File: config.mk
export PLATFORM = sky130hd
export DESIGN_NAME = cdio_top
export DESIGN_NICKNAME = d
export VERILOG_FILES = /design/src/cdio_pkg.sv /design/src/cdio_filt_if.sv /design/src/cdio_top.sv /design/src/cdio_line_filter.sv
export SDC_FILE = /design/constraint.sdc
export NUM_CORES = 1
export LEC_CHECK = 0
export ABC_AREA = 1
export BUFFER_PORTS_ARGS = -buffer_cell sky130_fd_sc_hd__buf_2
export CORE_MARGIN = 10
export CORE_UTILIZATION = 64
export DETAILED_ROUTE_END_ITERATION = 16
export PLACE_DENSITY = 0.81
export SLEW_MARGIN = 20
export SYNTH_ARGS = -nofsm -noshare
export SYNTH_HDL_FRONTEND = slang
export SYNTH_SLANG_ARGS = --single-unit
File: constraint.sdc
create_clock -name i_clk -period 4.25 [get_ports i_clk]
set_input_delay 0.2125 -clock i_clk [delete_from_list [all_inputs] [get_ports i_clk]]
set_output_delay 0.2125 -clock i_clk [all_outputs]
set_load 0.1 [all_outputs]
File: src/cdio_pkg.sv
package cdio_pkg;

    // ----------------------------------------
    // Sizes and timing
    // ----------------------------------------
    localparam int N_LINES = 4;
    localparam int N_SOFT = 4;
    localparam int ADDR_W = 8;
    localparam int DATA_W = 16;
    localparam int FILT_W = 16;
    localparam int CLK_HZ = 20_000_000;
    localparam int US_PER_S = 1_000_000;
    localparam int CYC_PER_US = CLK_HZ / US_PER_S;
    localparam int CNT_W = FILT_W + $clog2(CYC_PER_US + 1);

    // ----------------------------------------
    // Register addresses (word index)
    // ----------------------------------------
    localparam logic [7:0] A_LINE_PICK = 8'h00;
    localparam logic [7:0] A_LINE_DIRECTION = 8'h01;
    localparam logic [7:0] A_AUX_RAIL_ENABLE = 8'h02;
    localparam logic [7:0] A_POLARITY_FLIP = 8'h03;
    localparam logic [7:0] A_LINE_LEVEL = 8'h04;
    localparam logic [7:0] A_LINE_LEVEL_VECTOR = 8'h05;
    localparam logic [7:0] A_INPUT_FILTER_KIND = 8'h06;
    localparam logic [7:0] A_FILTER_WINDOW_US = 8'h07;
    localparam logic [7:0] A_OUTPUT_SIGNAL_PICK = 8'h08;
    localparam logic [7:0] A_LINE_ELECTRICAL_KIND = 8'h09;
    localparam logic [7:0] A_EXPOSURE_REPORT_MODE = 8'h0a;
    localparam logic [7:0] A_SOFT_OUTPUT_PICK = 8'h0b;
    localparam logic [7:0] A_SOFT_OUTPUT_LEVEL = 8'h0c;
    localparam logic [7:0] A_SOFT_OUTPUT_VECTOR = 8'h0d;

    // ----------------------------------------
    // Encodings and reset values
    // ----------------------------------------
    localparam logic DIR_IN = 1'b0;
    localparam logic DIR_OUT = 1'b1;
    localparam logic FK_GLITCH = 1'b0;
    localparam logic FK_BOUNCE = 1'b1;
    localparam logic [FILT_W-1:0] RST_WINDOW = 16'h0000;
    localparam logic [N_SOFT-1:0] RST_SOFT = 4'h0;
    // Per line two bits: line0 opto, line1 open drain, line2 tri-state, line3 open drain
    localparam logic [2*N_LINES-1:0] DEF_LINE_KINDS = 8'h89;
    localparam logic [N_LINES-1:0] DEF_AUX_CAPABLE = 4'h4;

    typedef enum logic [2:0] {
        OSRC_OFF,
        OSRC_LOOPBACK,
        OSRC_SOFT,
        OSRC_COUNTER,
        OSRC_LOGIC,
        OSRC_EXPOSURE,
        OSRC_TRIG_WAIT
    } cdio_osrc_e;

    typedef enum logic [1:0] {
        EXP_LINE,
        EXP_ANY,
        EXP_ALL
    } cdio_exp_e;

    typedef enum logic [1:0] {
        EK_TRI,
        EK_OPTO,
        EK_OD
    } cdio_ekind_e;

endpackage

File: src/cdio_filt_if.sv
`timescale 1ns/10ps
`default_nettype none

interface cdio_filt_if #(
    parameter int CNT_W = 21
) ();
    logic sample;
    logic [CNT_W-1:0] glitch_cycles;
    logic [CNT_W-1:0] bounce_cycles;
    logic level;

    modport ctl (output sample, output glitch_cycles, output bounce_cycles, input level);
    modport filt (input sample, input glitch_cycles, input bounce_cycles, output level);
endinterface

`default_nettype wire

File: src/cdio_top.sv
// The placing of the registers and strobed register access are this design's own decisions.
`timescale 1ns/10ps
`default_nettype none

// Summary of operation
// - A line pick register chooses one of four lines for per-line access.
// - Each line is set as input or output by a direction bit.
// - Capable lines can switch the auxiliary 3.3V rail onto the pin.
// - A per-line polarity flag inverts the line, input or output.
// - Read-only level shows the present state of the picked line.
// - Level vector shows all lines, line n at bit n.
// - Per line, software picks glitch or bounce as the width target.
// - A separate microsecond width is held per line and filter kind.
// - Glitch rejection runs first and feeds bounce suppression.
// - Bounce filter takes the first edge, then ignores changes for its width.
// - Per line output source pick, used only when the line is output.
// - Sources: loopback, soft outputs, counter, logic, exposure, trigger wait.
// - Read-only electrical kind per line: tri-state, opto or open drain.
// - Exposure report mode picks line-based, any pixels or all pixels.
// - A soft output pick chooses one of four soft output bits.
// - Soft output level writes and reads back the picked bit.
// - Soft output vector holds soft output n at bit n.
// - Vector write updates all soft outputs at once; read returns all.
module cdio_top #(
    parameter int N_LINES = cdio_pkg::N_LINES,
    parameter logic [2*cdio_pkg::N_LINES-1:0] LINE_KINDS = cdio_pkg::DEF_LINE_KINDS,
    parameter logic [cdio_pkg::N_LINES-1:0] AUX_CAPABLE = cdio_pkg::DEF_AUX_CAPABLE
) (
    input wire logic i_clk,
    input wire logic i_srst,
    input wire logic [cdio_pkg::ADDR_W-1:0] i_addr,
    input wire logic [cdio_pkg::DATA_W-1:0] i_wdata,
    input wire logic i_wr,
    input wire logic i_rd,
    output logic [cdio_pkg::DATA_W-1:0] o_rdata,
    input wire logic [cdio_pkg::N_LINES-1:0] i_line_in,
    output logic [cdio_pkg::N_LINES-1:0] o_line_out,
    output logic [cdio_pkg::N_LINES-1:0] o_line_oe,
    output logic [cdio_pkg::N_LINES-1:0] o_aux_rail,
    input wire logic i_counter_active,
    input wire logic [cdio_pkg::N_LINES-1:0] i_logic_block,
    input wire logic i_exposure_line,
    input wire logic i_any_pixel_exposing,
    input wire logic i_all_pixel_exposing,
    input wire logic i_frame_trigger_wait
);

    localparam int NL = cdio_pkg::N_LINES;
    localparam int NS = cdio_pkg::N_SOFT;
    localparam int PICK_W = $clog2(NL);
    localparam int SPICK_W = $clog2(NS);
    localparam int FW = cdio_pkg::FILT_W;
    localparam int CW = cdio_pkg::CNT_W;

    // Register map and vectors are fixed at four lines
    if (N_LINES != NL) begin : g_bad_lines
        $error("cdio_top supports exactly four lines");
    end

    // ----------------------------------------
    // Address decode
    // ----------------------------------------
    function automatic logic hit(input logic [7:0] a, input logic [7:0] k);
        return a == k;
    endfunction

    wire logic wr_pick = i_wr && hit(i_addr, cdio_pkg::A_LINE_PICK);
    wire logic wr_dir = i_wr && hit(i_addr, cdio_pkg::A_LINE_DIRECTION);
    wire logic wr_rail = i_wr && hit(i_addr, cdio_pkg::A_AUX_RAIL_ENABLE);
    wire logic wr_flip = i_wr && hit(i_addr, cdio_pkg::A_POLARITY_FLIP);
    wire logic wr_fkind = i_wr && hit(i_addr, cdio_pkg::A_INPUT_FILTER_KIND);
    wire logic wr_width = i_wr && hit(i_addr, cdio_pkg::A_FILTER_WINDOW_US);
    wire logic wr_osrc = i_wr && hit(i_addr, cdio_pkg::A_OUTPUT_SIGNAL_PICK);
    wire logic wr_emode = i_wr && hit(i_addr, cdio_pkg::A_EXPOSURE_REPORT_MODE);
    wire logic wr_spick = i_wr && hit(i_addr, cdio_pkg::A_SOFT_OUTPUT_PICK);
    wire logic wr_slevel = i_wr && hit(i_addr, cdio_pkg::A_SOFT_OUTPUT_LEVEL);
    wire logic wr_svec = i_wr && hit(i_addr, cdio_pkg::A_SOFT_OUTPUT_VECTOR);

    // ----------------------------------------
    // Configuration state
    // ----------------------------------------
    logic [PICK_W-1:0] line_pick;
    logic [NL-1:0] line_direction;
    logic [NL-1:0] aux_rail_enable;
    logic [NL-1:0] line_polarity_flip;
    logic [NL-1:0] input_filter_kind;
    logic [FW-1:0] filter_window_us [NL][2];
    cdio_pkg::cdio_osrc_e output_signal_pick [NL];
    cdio_pkg::cdio_exp_e exposure_report_mode;
    logic [SPICK_W-1:0] soft_output_pick;
    logic [NS-1:0] soft_output_vector;
    logic [NL-1:0] drv;
    logic [NL-1:0] line_level_vector;
    logic [NL-1:0] filt_level;
    logic [cdio_pkg::DATA_W-1:0] next_rdata;

    always_ff @(posedge i_clk) begin
        if (i_srst) begin
            line_pick <= '0;
            exposure_report_mode <= cdio_pkg::EXP_LINE;
            soft_output_pick <= '0;
        end else begin
            if (wr_pick) line_pick <= i_wdata[PICK_W-1:0];
            if (wr_emode) exposure_report_mode <= cdio_pkg::cdio_exp_e'(i_wdata[1:0]);
            if (wr_spick) soft_output_pick <= i_wdata[SPICK_W-1:0];
        end
    end

    // Vector write wins over a single-bit write; both cannot come together anyway
    always_ff @(posedge i_clk) begin
        if (i_srst) begin
            soft_output_vector <= cdio_pkg::RST_SOFT;
        end else if (wr_svec) begin
            soft_output_vector <= i_wdata[NS-1:0];
        end else if (wr_slevel) begin
            soft_output_vector[soft_output_pick] <= i_wdata[0];
        end
    end

    always_ff @(posedge i_clk) begin
        if (i_srst) begin
            line_direction <= {NL{cdio_pkg::DIR_IN}};
            aux_rail_enable <= '0;
            line_polarity_flip <= '0;
            input_filter_kind <= {NL{cdio_pkg::FK_GLITCH}};
        end else begin
            if (wr_dir) line_direction[line_pick] <= i_wdata[0];
            // Rail bit sticks at zero on lines without the rail switch
            if (wr_rail) aux_rail_enable[line_pick] <= i_wdata[0] & AUX_CAPABLE[line_pick];
            if (wr_flip) line_polarity_flip[line_pick] <= i_wdata[0];
            if (wr_fkind) input_filter_kind[line_pick] <= i_wdata[0];
        end
    end

    always_ff @(posedge i_clk) begin
        if (i_srst) begin
            for (int n = 0; n < NL; n++) begin
                filter_window_us[n][0] <= cdio_pkg::RST_WINDOW;
                filter_window_us[n][1] <= cdio_pkg::RST_WINDOW;
                output_signal_pick[n] <= cdio_pkg::OSRC_OFF;
            end
        end else begin
            if (wr_width) filter_window_us[line_pick][input_filter_kind[line_pick]] <= i_wdata;
            if (wr_osrc) output_signal_pick[line_pick] <= cdio_pkg::cdio_osrc_e'(i_wdata[2:0]);
        end
    end

    // ----------------------------------------
    // Exposure indication
    // ----------------------------------------
    wire logic exposure_active =
        (exposure_report_mode == cdio_pkg::EXP_ANY) ? i_any_pixel_exposing :
        (exposure_report_mode == cdio_pkg::EXP_ALL) ? i_all_pixel_exposing :
        i_exposure_line;

    // ----------------------------------------
    // Per-line datapath
    // ----------------------------------------
    for (genvar n = 0; n < NL; n++) begin : g_line
        localparam cdio_pkg::cdio_ekind_e KIND = cdio_pkg::cdio_ekind_e'(LINE_KINDS[2*n +: 2]);
        cdio_filt_if #(.CNT_W(CW)) fif ();
        logic [7:0] src_vec;
        logic src_val;
        logic out_val;
        logic next_oe;
        logic next_out;

        assign fif.sample = i_line_in[n];
        // Cycle counts cover the widest window, so the cast cannot clip
        assign fif.glitch_cycles = CW'(filter_window_us[n][0] * cdio_pkg::CYC_PER_US);
        assign fif.bounce_cycles = CW'(filter_window_us[n][1] * cdio_pkg::CYC_PER_US);
        assign filt_level[n] = fif.level;

        cdio_line_filter #(.CNT_W(CW)) u_filt (
            .i_clk(i_clk),
            .i_srst(i_srst),
            .f(fif)
        );

        // Loopback takes the neighbour's level, which comes from flops, so no loop forms
        assign src_vec = {1'b0, i_frame_trigger_wait, exposure_active, i_logic_block[n],
                          i_counter_active, soft_output_vector[n % NS],
                          line_level_vector[(n + 1) % NL], 1'b0};
        assign src_val = src_vec[output_signal_pick[n]];
        assign out_val = src_val ^ line_polarity_flip[n];
        assign next_oe = (line_direction[n] == cdio_pkg::DIR_OUT) &&
                         ((KIND == cdio_pkg::EK_OPTO) ||
                          ((KIND == cdio_pkg::EK_OD) && !out_val));
        assign next_out = (KIND == cdio_pkg::EK_OPTO) ? out_val : 1'b0;

        always_ff @(posedge i_clk) begin
            if (i_srst) begin
                drv[n] <= 1'b0;
                o_line_oe[n] <= 1'b0;
                o_line_out[n] <= 1'b0;
                o_aux_rail[n] <= 1'b0;
            end else begin
                drv[n] <= out_val;
                o_line_oe[n] <= next_oe;
                o_line_out[n] <= next_out;
                o_aux_rail[n] <= aux_rail_enable[n];
            end
        end

        assign line_level_vector[n] = (line_direction[n] == cdio_pkg::DIR_OUT) ? drv[n] :
                                      (filt_level[n] ^ line_polarity_flip[n]);
    end

    // ----------------------------------------
    // Read path
    // ----------------------------------------
    wire logic [1:0] picked_kind = LINE_KINDS[2*line_pick +: 2];

    always_comb begin
        next_rdata = '0;
        case (i_addr)
            cdio_pkg::A_LINE_PICK: next_rdata[PICK_W-1:0] = line_pick;
            cdio_pkg::A_LINE_DIRECTION: next_rdata[0] = line_direction[line_pick];
            cdio_pkg::A_AUX_RAIL_ENABLE: next_rdata[0] = aux_rail_enable[line_pick];
            cdio_pkg::A_POLARITY_FLIP: next_rdata[0] = line_polarity_flip[line_pick];
            cdio_pkg::A_LINE_LEVEL: next_rdata[0] = line_level_vector[line_pick];
            cdio_pkg::A_LINE_LEVEL_VECTOR: next_rdata[NL-1:0] = line_level_vector;
            cdio_pkg::A_INPUT_FILTER_KIND: next_rdata[0] = input_filter_kind[line_pick];
            cdio_pkg::A_FILTER_WINDOW_US:
                next_rdata = filter_window_us[line_pick][input_filter_kind[line_pick]];
            cdio_pkg::A_OUTPUT_SIGNAL_PICK: next_rdata[2:0] = output_signal_pick[line_pick];
            cdio_pkg::A_LINE_ELECTRICAL_KIND: next_rdata[1:0] = picked_kind;
            cdio_pkg::A_EXPOSURE_REPORT_MODE: next_rdata[1:0] = exposure_report_mode;
            cdio_pkg::A_SOFT_OUTPUT_PICK: next_rdata[SPICK_W-1:0] = soft_output_pick;
            cdio_pkg::A_SOFT_OUTPUT_LEVEL: next_rdata[0] = soft_output_vector[soft_output_pick];
            cdio_pkg::A_SOFT_OUTPUT_VECTOR: next_rdata[NS-1:0] = soft_output_vector;
            default: next_rdata = '0;
        endcase
    end

    // Data stands for one cycle only, zero otherwise
    always_ff @(posedge i_clk) begin
        if (i_srst) begin
            o_rdata <= '0;
        end else begin
            o_rdata <= i_rd ? next_rdata : '0;
        end
    end
endmodule // cdio_top

`default_nettype wire

File: src/cdio_line_filter.sv
`timescale 1ns/10ps
`default_nettype none

module cdio_line_filter #(
    parameter int CNT_W = 21
) (
    input wire logic i_clk,
    input wire logic i_srst,
    cdio_filt_if.filt f
);

    // ----------------------------------------
    // Synchroniser
    // ----------------------------------------
    logic s1;
    logic s2;
    logic s3;
    logic stable;
    logic g_level;
    logic [CNT_W-1:0] g_cnt;
    logic b_level;
    logic [CNT_W-1:0] b_cnt;
    wire logic agree = (s2 == s3);
    wire logic [CNT_W-1:0] g_cnt_inc = g_cnt + 1'b1;

    always_ff @(posedge i_clk) begin
        if (i_srst) begin
            s1 <= 1'b0;
            s2 <= 1'b0;
            s3 <= 1'b0;
            stable <= 1'b0;
        end else begin
            s1 <= f.sample;
            s2 <= s1;
            s3 <= s2;
            stable <= agree ? s3 : stable;
        end
    end

    // ----------------------------------------
    // Glitch rejection, then bounce suppression
    // ----------------------------------------
    // Zero width passes the level straight through
    always_ff @(posedge i_clk) begin
        if (i_srst) begin
            g_level <= 1'b0;
            g_cnt <= '0;
        end else if (stable == g_level) begin
            g_cnt <= '0;
        end else if (g_cnt_inc >= f.glitch_cycles) begin
            g_level <= stable;
            g_cnt <= '0;
        end else begin
            g_cnt <= g_cnt_inc;
        end
    end

    // First edge passes at once, later edges wait out the hold
    always_ff @(posedge i_clk) begin
        if (i_srst) begin
            b_level <= 1'b0;
            b_cnt <= '0;
        end else if (b_cnt != '0) begin
            b_cnt <= b_cnt - 1'b1;
        end else if (g_level != b_level) begin
            b_level <= g_level;
            b_cnt <= f.bounce_cycles;
        end
    end

    assign f.level = b_level;
endmodule // cdio_line_filter

`default_nettype wire

==> reports/results.txt, run 1 <==
Data arrival, critical path: 4.22 ns
Cells after DPL: 4642
PD cells: 386 nW/um^2
worst hold slack: 0.0519 ns
DRC viols: 0
via count: 27.1k
Routed Antenna Nets: 0
Die Width: 231 um
final-stage net count: 4461
initial core utilization: 64.5%
clock latency on the worst-skew pair: 0.59 ns
first-pass GRT wire length: 125000 um
placed inst area: 29300 sq um
DRT Pass-1 Iters: 6
Yosys reg bits: 387
min Tclk post-route: 3.75 ns
mapped cell area: 28500 sq um
final setup vio count: 0
Max rail drop VDD: 0.425 mV
clock tree buffer depth: 3
gr ovfl total: 0
crit-path max FO: 21
final max-slew violation count: 0
Fin. Hold Viols: 0
Synth area leaders: dfxtp_1 (17%), edfxtp_1 (15%), ha_1 (14%), nand2_1 (12%), nor2_1 (8.7%)
H-tree levels: 2
clk slew on worst S/H paths: 0.06 ns
initial antenna violation count: 1
FMAX: 267 MHz
slew of the pin with the lowest slew margin: 1.08 ns
max incr delay on CP: 0.43 ns
GRT Total Usage: 28.4%
Max-cap violations: 0
most frequent cells after synthesis: nand2_1 (875), nor2_1 (662), inv_1 (520)
Critical Path RT: 4.72 ns
Mean Syn Cell Area: 7.03 sq um
vias in the first global route: 24.9k
Synth warnings: 0
Post-synth EDFFs: 140
post-layout util: 70.0%
sequential-to-total area share from yosys stat: 32.2%
RD Place Congestion: 0.957
critical path cell sequence: ha_1 > ha_1 > inv_1 > fa_1 > o21ai_0 > a21oi_1 > o21bai_1 > nand2_1 > nand3_1 > nand2_1 > ha_1 > nand2_1 > nor2_1 > and2_1 > nand3b_1 > nand4_1 > nand2b_1 > buf_4 > nor2_1
status: finished, final reports clean
number of distinct library cells after synthesis: 49
Setup Crit Path Kind: reg2reg
Leakage: 14.9 nW
core area: 44100 sq um
RSZ-0062 raised after global routing: no
largest area contributor in the netlist: dfxtp_1
pin count of the biggest net entering global routing: 76
post_cts resized: 0
layout cell share with drive strength beyond 1: 4.78%
Clock Sinks: 387
Area growth syn-to-layout: 8.48%
Initial DRC Count: 2702
DRT Wirelength: 78100 um
final instance area: 30900 sq um
Gate Count Post-Synth: 4048
dpl hpwl: 58900 um
asr flop ratio synth: 0%
row count: 77
Critical Path Sink Type: flop
min-delay worst type: in2reg
die span in y: 231 um
top-level port count: 69
WL/cell: 16.5 um
# Post-CTS Setup Buffers: 0
crit path launch type: flop
pre-CTS WS: 0.600 ns
Port Buf Inserts: 64
CTS Root Cell: clkbuf_16
DIE AREA: 53300 sq um
power consumption: 11.9 mW
top cell type's share of synthesized area: 17.4%
Antenna Cells: 0
crit share post-route: 88.2%
setup slack after layout: 0.503 ns
CTS tree: yes
top-count cell post-synth: nand2_1
total CTS buffers: 43
DR vias/cell: 5.72
Max-Slew Margin vs Limit: 27.7%
final setup TNS: 0 ns
CP top delay family: adder cells
top_reg_cell synth: dfxtp_1
Cell Count, Final, Fillers Out: 4731
CP Buf/Inv Count: 2
clk_skew: 0.0208 ns
Crit-path slowest cell: edfxtp_1
==> worst paths after layout <==
check	start	to	slack, ns	cells past startpoint
worst min-delay path	i_rd	o_rdata[0]	0.05	3
worst max-delay path	filter_window_us[3][19]	g_line[3].u_filt.g_cnt[17]	0.50	19
worst min register to register	g_line[2].u_filt.s1	g_line[2].u_filt.s2	0.44	2
worst max register to register	filter_window_us[3][19]	g_line[3].u_filt.g_cnt[17]	0.50	19
==> tightest hold or removal path, cell delays in order <==
cell and delay [ns]:
buf_2 0.09, nand2_1 0.22, a21oi_1 0.07
==> repair_timing <==
item | CTS | global route
hold buffers | 9 | 0
endpoints found under the setup margin | 0 | 0
endpoints found under the hold margin | 7 | 0
==> layout by cell type (no fill, tap or decap), types with 4 or more instances in the layout <==
cell type and n:
nor3b_1 18, nor2_2 5, nor3_1 114, a22oi_1 4
or2_2 15, xnor2_1 72, o21ai_0 191, nand2_1 874
bufinv_16 8, clkinv_2 5, a21oi_1 242, buf_4 22
a31o_2 4, o211ai_1 9, dfxtp_1 246, clkinv_1 12
ha_1 308, o21bai_1 10, nor2_1 661, xor2_1 97
clkbuf_16 44, a2bb2oi_1 4, nand4_1 72, conb_1 4
edfxtp_1 140, fa_1 8, o22ai_1 5, a211oi_1 7
inv_1 519, a32oi_1 4, nand3b_1 28, and2_1 14
o21ai_1 4, nand2_2 9, buf_2 63, nand3_1 238
a21o_1 11, dlygate4sd3_1 9, clkbuf_1 4
==> registers in the layout, summed over array words and instances, names as in the netlist, 12 cells and up, named ones only <==
| signal | count |
|---|---|
| filter_window_us | 128 |
| g_line.u_filt.g_cnt | 84 |
| g_line.u_filt.b_cnt | 84 |
| output_signal_pick | 12 |
| o_rdata | 16 |
==> area by class of cell <==
type / count / area [sq um]
multi-input combinational: 3053 / 16900
fill: 3788 / 13300
sequential: 387 / 9150
inverter: 525 / 1970
clock buffer: 48 / 1120
tap: 592 / 741
timing repair buffer: 94 / 571
clock inverter: 32 / 383
==> cell families (layout without fill, tap and decap cells) <==
kind of cell,count (synthesis),after routing,share of synthesized area (%)
buf+inv,611,699,8.38
fa+ha+maj,316,316,14.1
xor+xnor,169,169,5.20
flops,387,387,32.2
other cells,1,4,0.0132
compound gates,503,503,9.45
simple gates,2061,2061,30.7
==> routing by layer <==
layer	wire (um)	track usage, %
met1	32900	37.7
met2	34700	45.7
met3	7330	4.35
met4	3190	11.4
met5	0	0
==> power by group <==
group          internal (mW)  switching (mW)
Clock                   2.39            1.63
Sequential              4.13           0.298
Combinational           1.25            2.22
(Power assumes the default switching activity.)
==> run 2, diff against run 1 <==
--- a/config.mk
+++ b/config.mk
@@ -7,6 +7,7 @@
 export LEC_CHECK = 0
 export ABC_AREA = 1
 export BUFFER_PORTS_ARGS = -buffer_cell sky130_fd_sc_hd__buf_2
+export CORE_ASPECT_RATIO = 0.9
 export CORE_MARGIN = 10
 export CORE_UTILIZATION = 64
 export DETAILED_ROUTE_END_ITERATION = 16
@@ -14,4 +15,5 @@
 export SLEW_MARGIN = 20
 export SYNTH_ARGS = -nofsm -noshare
 export SYNTH_HDL_FRONTEND = slang
+export SYNTH_HIERARCHICAL = 1
 export SYNTH_SLANG_ARGS = --single-unit
==> run 2 against run 1 <==
Effect of this change:
- die area grew 1.0%
- utilization grew 0.076 points
- routed wire length shrank 3.8%
- largest cell class unchanged
- non-clock buffer count shrank 11
==> reports/results.txt, run 2 <==
final setup TNS: 0 ns
crit share post-route: 88.1%
FF/Latch Area: 9150 sq um
gr ovfl total: 0
Regs by FF count: filter_window_us x128, g_line.u_filt/b_cnt x84, g_line.u_filt/g_cnt x84
DRT Wirelength: 75100 um
crit path launch type: flop
Critical Path Sink Type: flop
crit-path max FO: 21
commonest non-fill, non-tap cell in the layout: nand2_1
largest area contributor in the netlist: dfxtp_1
Max rail drop VDD: 0.591 mV
Critical Path Start: filter_window_us[2][17]
# Post-CTS Setup Buffers: 0
Data arrival, critical path: 4.24 ns
core area: 44300 sq um
clk slew on worst S/H paths: 0.07 ns
layout cell share with drive strength beyond 1: 6.36%
mapped cell area: 28800 sq um
RD Place Congestion: 0.987
power consumption: 12.4 mW
reg2reg setup slack: 0.51 ns
top_reg_cell synth: dfxtp_1
area of the multi-input gates: 17200 sq um
slew of the pin with the lowest slew margin: 1.02 ns
min Tclk post-route: 3.74 ns
worst hold slack: 0.0212 ns
CTS Root Cell: clkbuf_16
Max-Slew Margin vs Limit: 31.7%
H-tree levels: 2
Synth area leaders: dfxtp_1 (17%), edfxtp_1 (15%), ha_1 (14%), nand2_1 (11%), nor2_1 (8.4%)
Die Width: 243 um
WL/cell: 15.9 um
Yosys reg bits: 387
asr flop ratio synth: 0%
status: finished, final reports clean
first-pass GRT wire length: 122000 um
DIE AREA: 53800 sq um
Antenna Cells: 0
total CTS buffers: 41
Largest Register: filter_window_us
top-count cell post-synth: nand2_1
worst-case reg-to-reg path depth: 21
top cell type's share of synthesized area: 17.2%
Synth warnings: 6
Area growth syn-to-layout: 7.87%
R2R Path End: g_line[2].u_filt/g_cnt[1]
Fin. Hold Viols: 0
Clock Sinks: 387
clock latency on the worst-skew pair: 0.59 ns
DRC viols: 0
initial core utilization: 64.9%
Max-cap violations: 0
pin count of the biggest net entering global routing: 65
Post-synth EDFFs: 140
GRT Total Usage: 27.2%
PD cells: 400 nW/um^2
DRT Pass-1 Iters: 8
top-level port count: 69
die span in y: 221 um
final-stage net count: 4466
Critical Path RT: 4.75 ns
Initial DRC Count: 2795
DR vias/cell: 5.54
CP endpoint: g_line[2].u_filt/g_cnt[1]
dpl hpwl: 57200 um
final setup vio count: 0
Gate Count Post-Synth: 4031
initial antenna violation count: 1
RSZ-0062 raised after global routing: no
min-delay worst type: in2reg
clk_skew: 0.0267 ns
CTS tree: yes
row count: 73
Mean Syn Cell Area: 7.13 sq um
clock tree buffer depth: 3
most frequent cells after synthesis: nand2_1 (869), nor2_1 (644), inv_1 (552)
max reg flops: 128
Setup Crit Path Kind: reg2reg
final max-slew violation count: 0
via count: 26.2k
R2R Path Start: filter_window_us[2][17]
sequential-to-total area share from yosys stat: 31.8%
number of distinct library cells after synthesis: 58
Leakage: 15.6 nW
vias in the first global route: 24.6k
most frequent cells in the layout: nand2_1 (868), nor2_1 (644), inv_1 (552)
FMAX: 267 MHz
Routed Antenna Nets: 0
Port Buf Inserts: 64
# fillers: 3738
## run 2: cell count changes after synthesis, sizes merged, moves of 21 or more
cell    delta
o21ai     +25
clkbuf    -21
nand4     -21
inv       +35
nor2      +21
xor2      +50
nor3      -73
nand3     -40
xnor2     -32
## run 2: how the worst min path moves through the flow
stage / startpoint / slack (ns) / to / cells past startpoint
6_report: i_srst / 0.02 / o_line_oe[0] / 2
4_1_cts: i_srst / 0.01 / o_aux_rail[2] / 2
2_1_floorplan: i_line_in[0] / 0.32 / g_line[0].u_filt/s1 / 2
3_5_place_dp: g_line[0].u_filt/s1 / 0.39 / g_line[0].u_filt/s2 / 2
5_1_grt: i_srst / 0.04 / g_line[1].u_filt/b_cnt[7] / 2
3_3_place_gp: g_line[1].u_filt/s1 / 0.39 / g_line[1].u_filt/s2 / 2
## run 2: layout make-up
type,count,area share [%]
multi-input cells,3022,55.3
clock inverters,18,0.629
clock buffers,57,3.71
flip-flops and latches,387,29.5
repair buffers,83,1.55
well taps,600,2.42
inverters,566,6.88
## run 2: kinds of logic (layout without fill, tap and decap cells)
family / Yosys count / count (layout) / synth area share, %
AOI/OAI and AO/OA: 557 / 557 / 10.6
xor gates and xnor gates: 187 / 187 / 5.69
adders and majority gates: 324 / 324 / 14.3
buffers and inverters: 641 / 724 / 8.78
DFF: 387 / 387 / 31.8
other: 1 / 20 / 0.0130
and+or+nand+nor: 1934 / 1934 / 28.8
## run 2: power breakdown
group / switching [mW] / total [mW] / internal [mW] / leakage, nW
Clock: 1.54 / 3.68 / 2.14 / 0.665
Sequential: 0.360 / 4.56 / 4.20 / 3.45
Combinational: 2.72 / 4.18 / 1.46 / 11.5
Total: 4.62 / 12.4 / 7.81 / 15.6
## run 2: stage by stage
| step | worst slack [ns] | util, % | cells | cell area [sq um] |
|---|---|---|---|---|
| after global placement | 0.609 | 66.9 | 4652 | 29600 |
| after floorplan | 0.920 | - | 4050 | 28800 |
| final | 0.506 | 70.0 | 4733 | 31000 |
| after detailed placement | 0.562 | 66.9 | 4652 | 29600 |
| after CTS | 0.542 | 70.0 | 4733 | 31000 |
| after global routing | 0.133 | 70.0 | 4733 | 31000 |
## run 2: timing repair
action                                 CTS  global route
endpoints found under the hold margin    7             0
resized for setup                        0             0
hold buffers                             6             0
## run 2: per-layer routing
metal  part of all wire, %  GRT usage, %  routed length [um]
met2                    43          41.7               31900
met3                    10          6.27                7800
met1                    43          36.9               32700
met4                   3.6          9.47                2710
met5                     0             0                   0
## run 2: critical path, cell delays in order, from the launching register on
cell and delay (ns):
edfxtp_1 0.42, ha_1 0.31, ha_1 0.20, inv_1 0.07, fa_1 0.39, o21ai_0 0.45
nand2_1 0.09, nand2_1 0.12, nand4_1 0.08, nand2_1 0.09, xor2_1 0.14, inv_1 0.06
ha_1 0.30, nand2_1 0.08, inv_1 0.04, nand2_1 0.05, nand2_1 0.04, a21oi_1 0.18
and2_1 0.15, nand4_1 0.07, buf_4 0.21, nor2_1 0.11
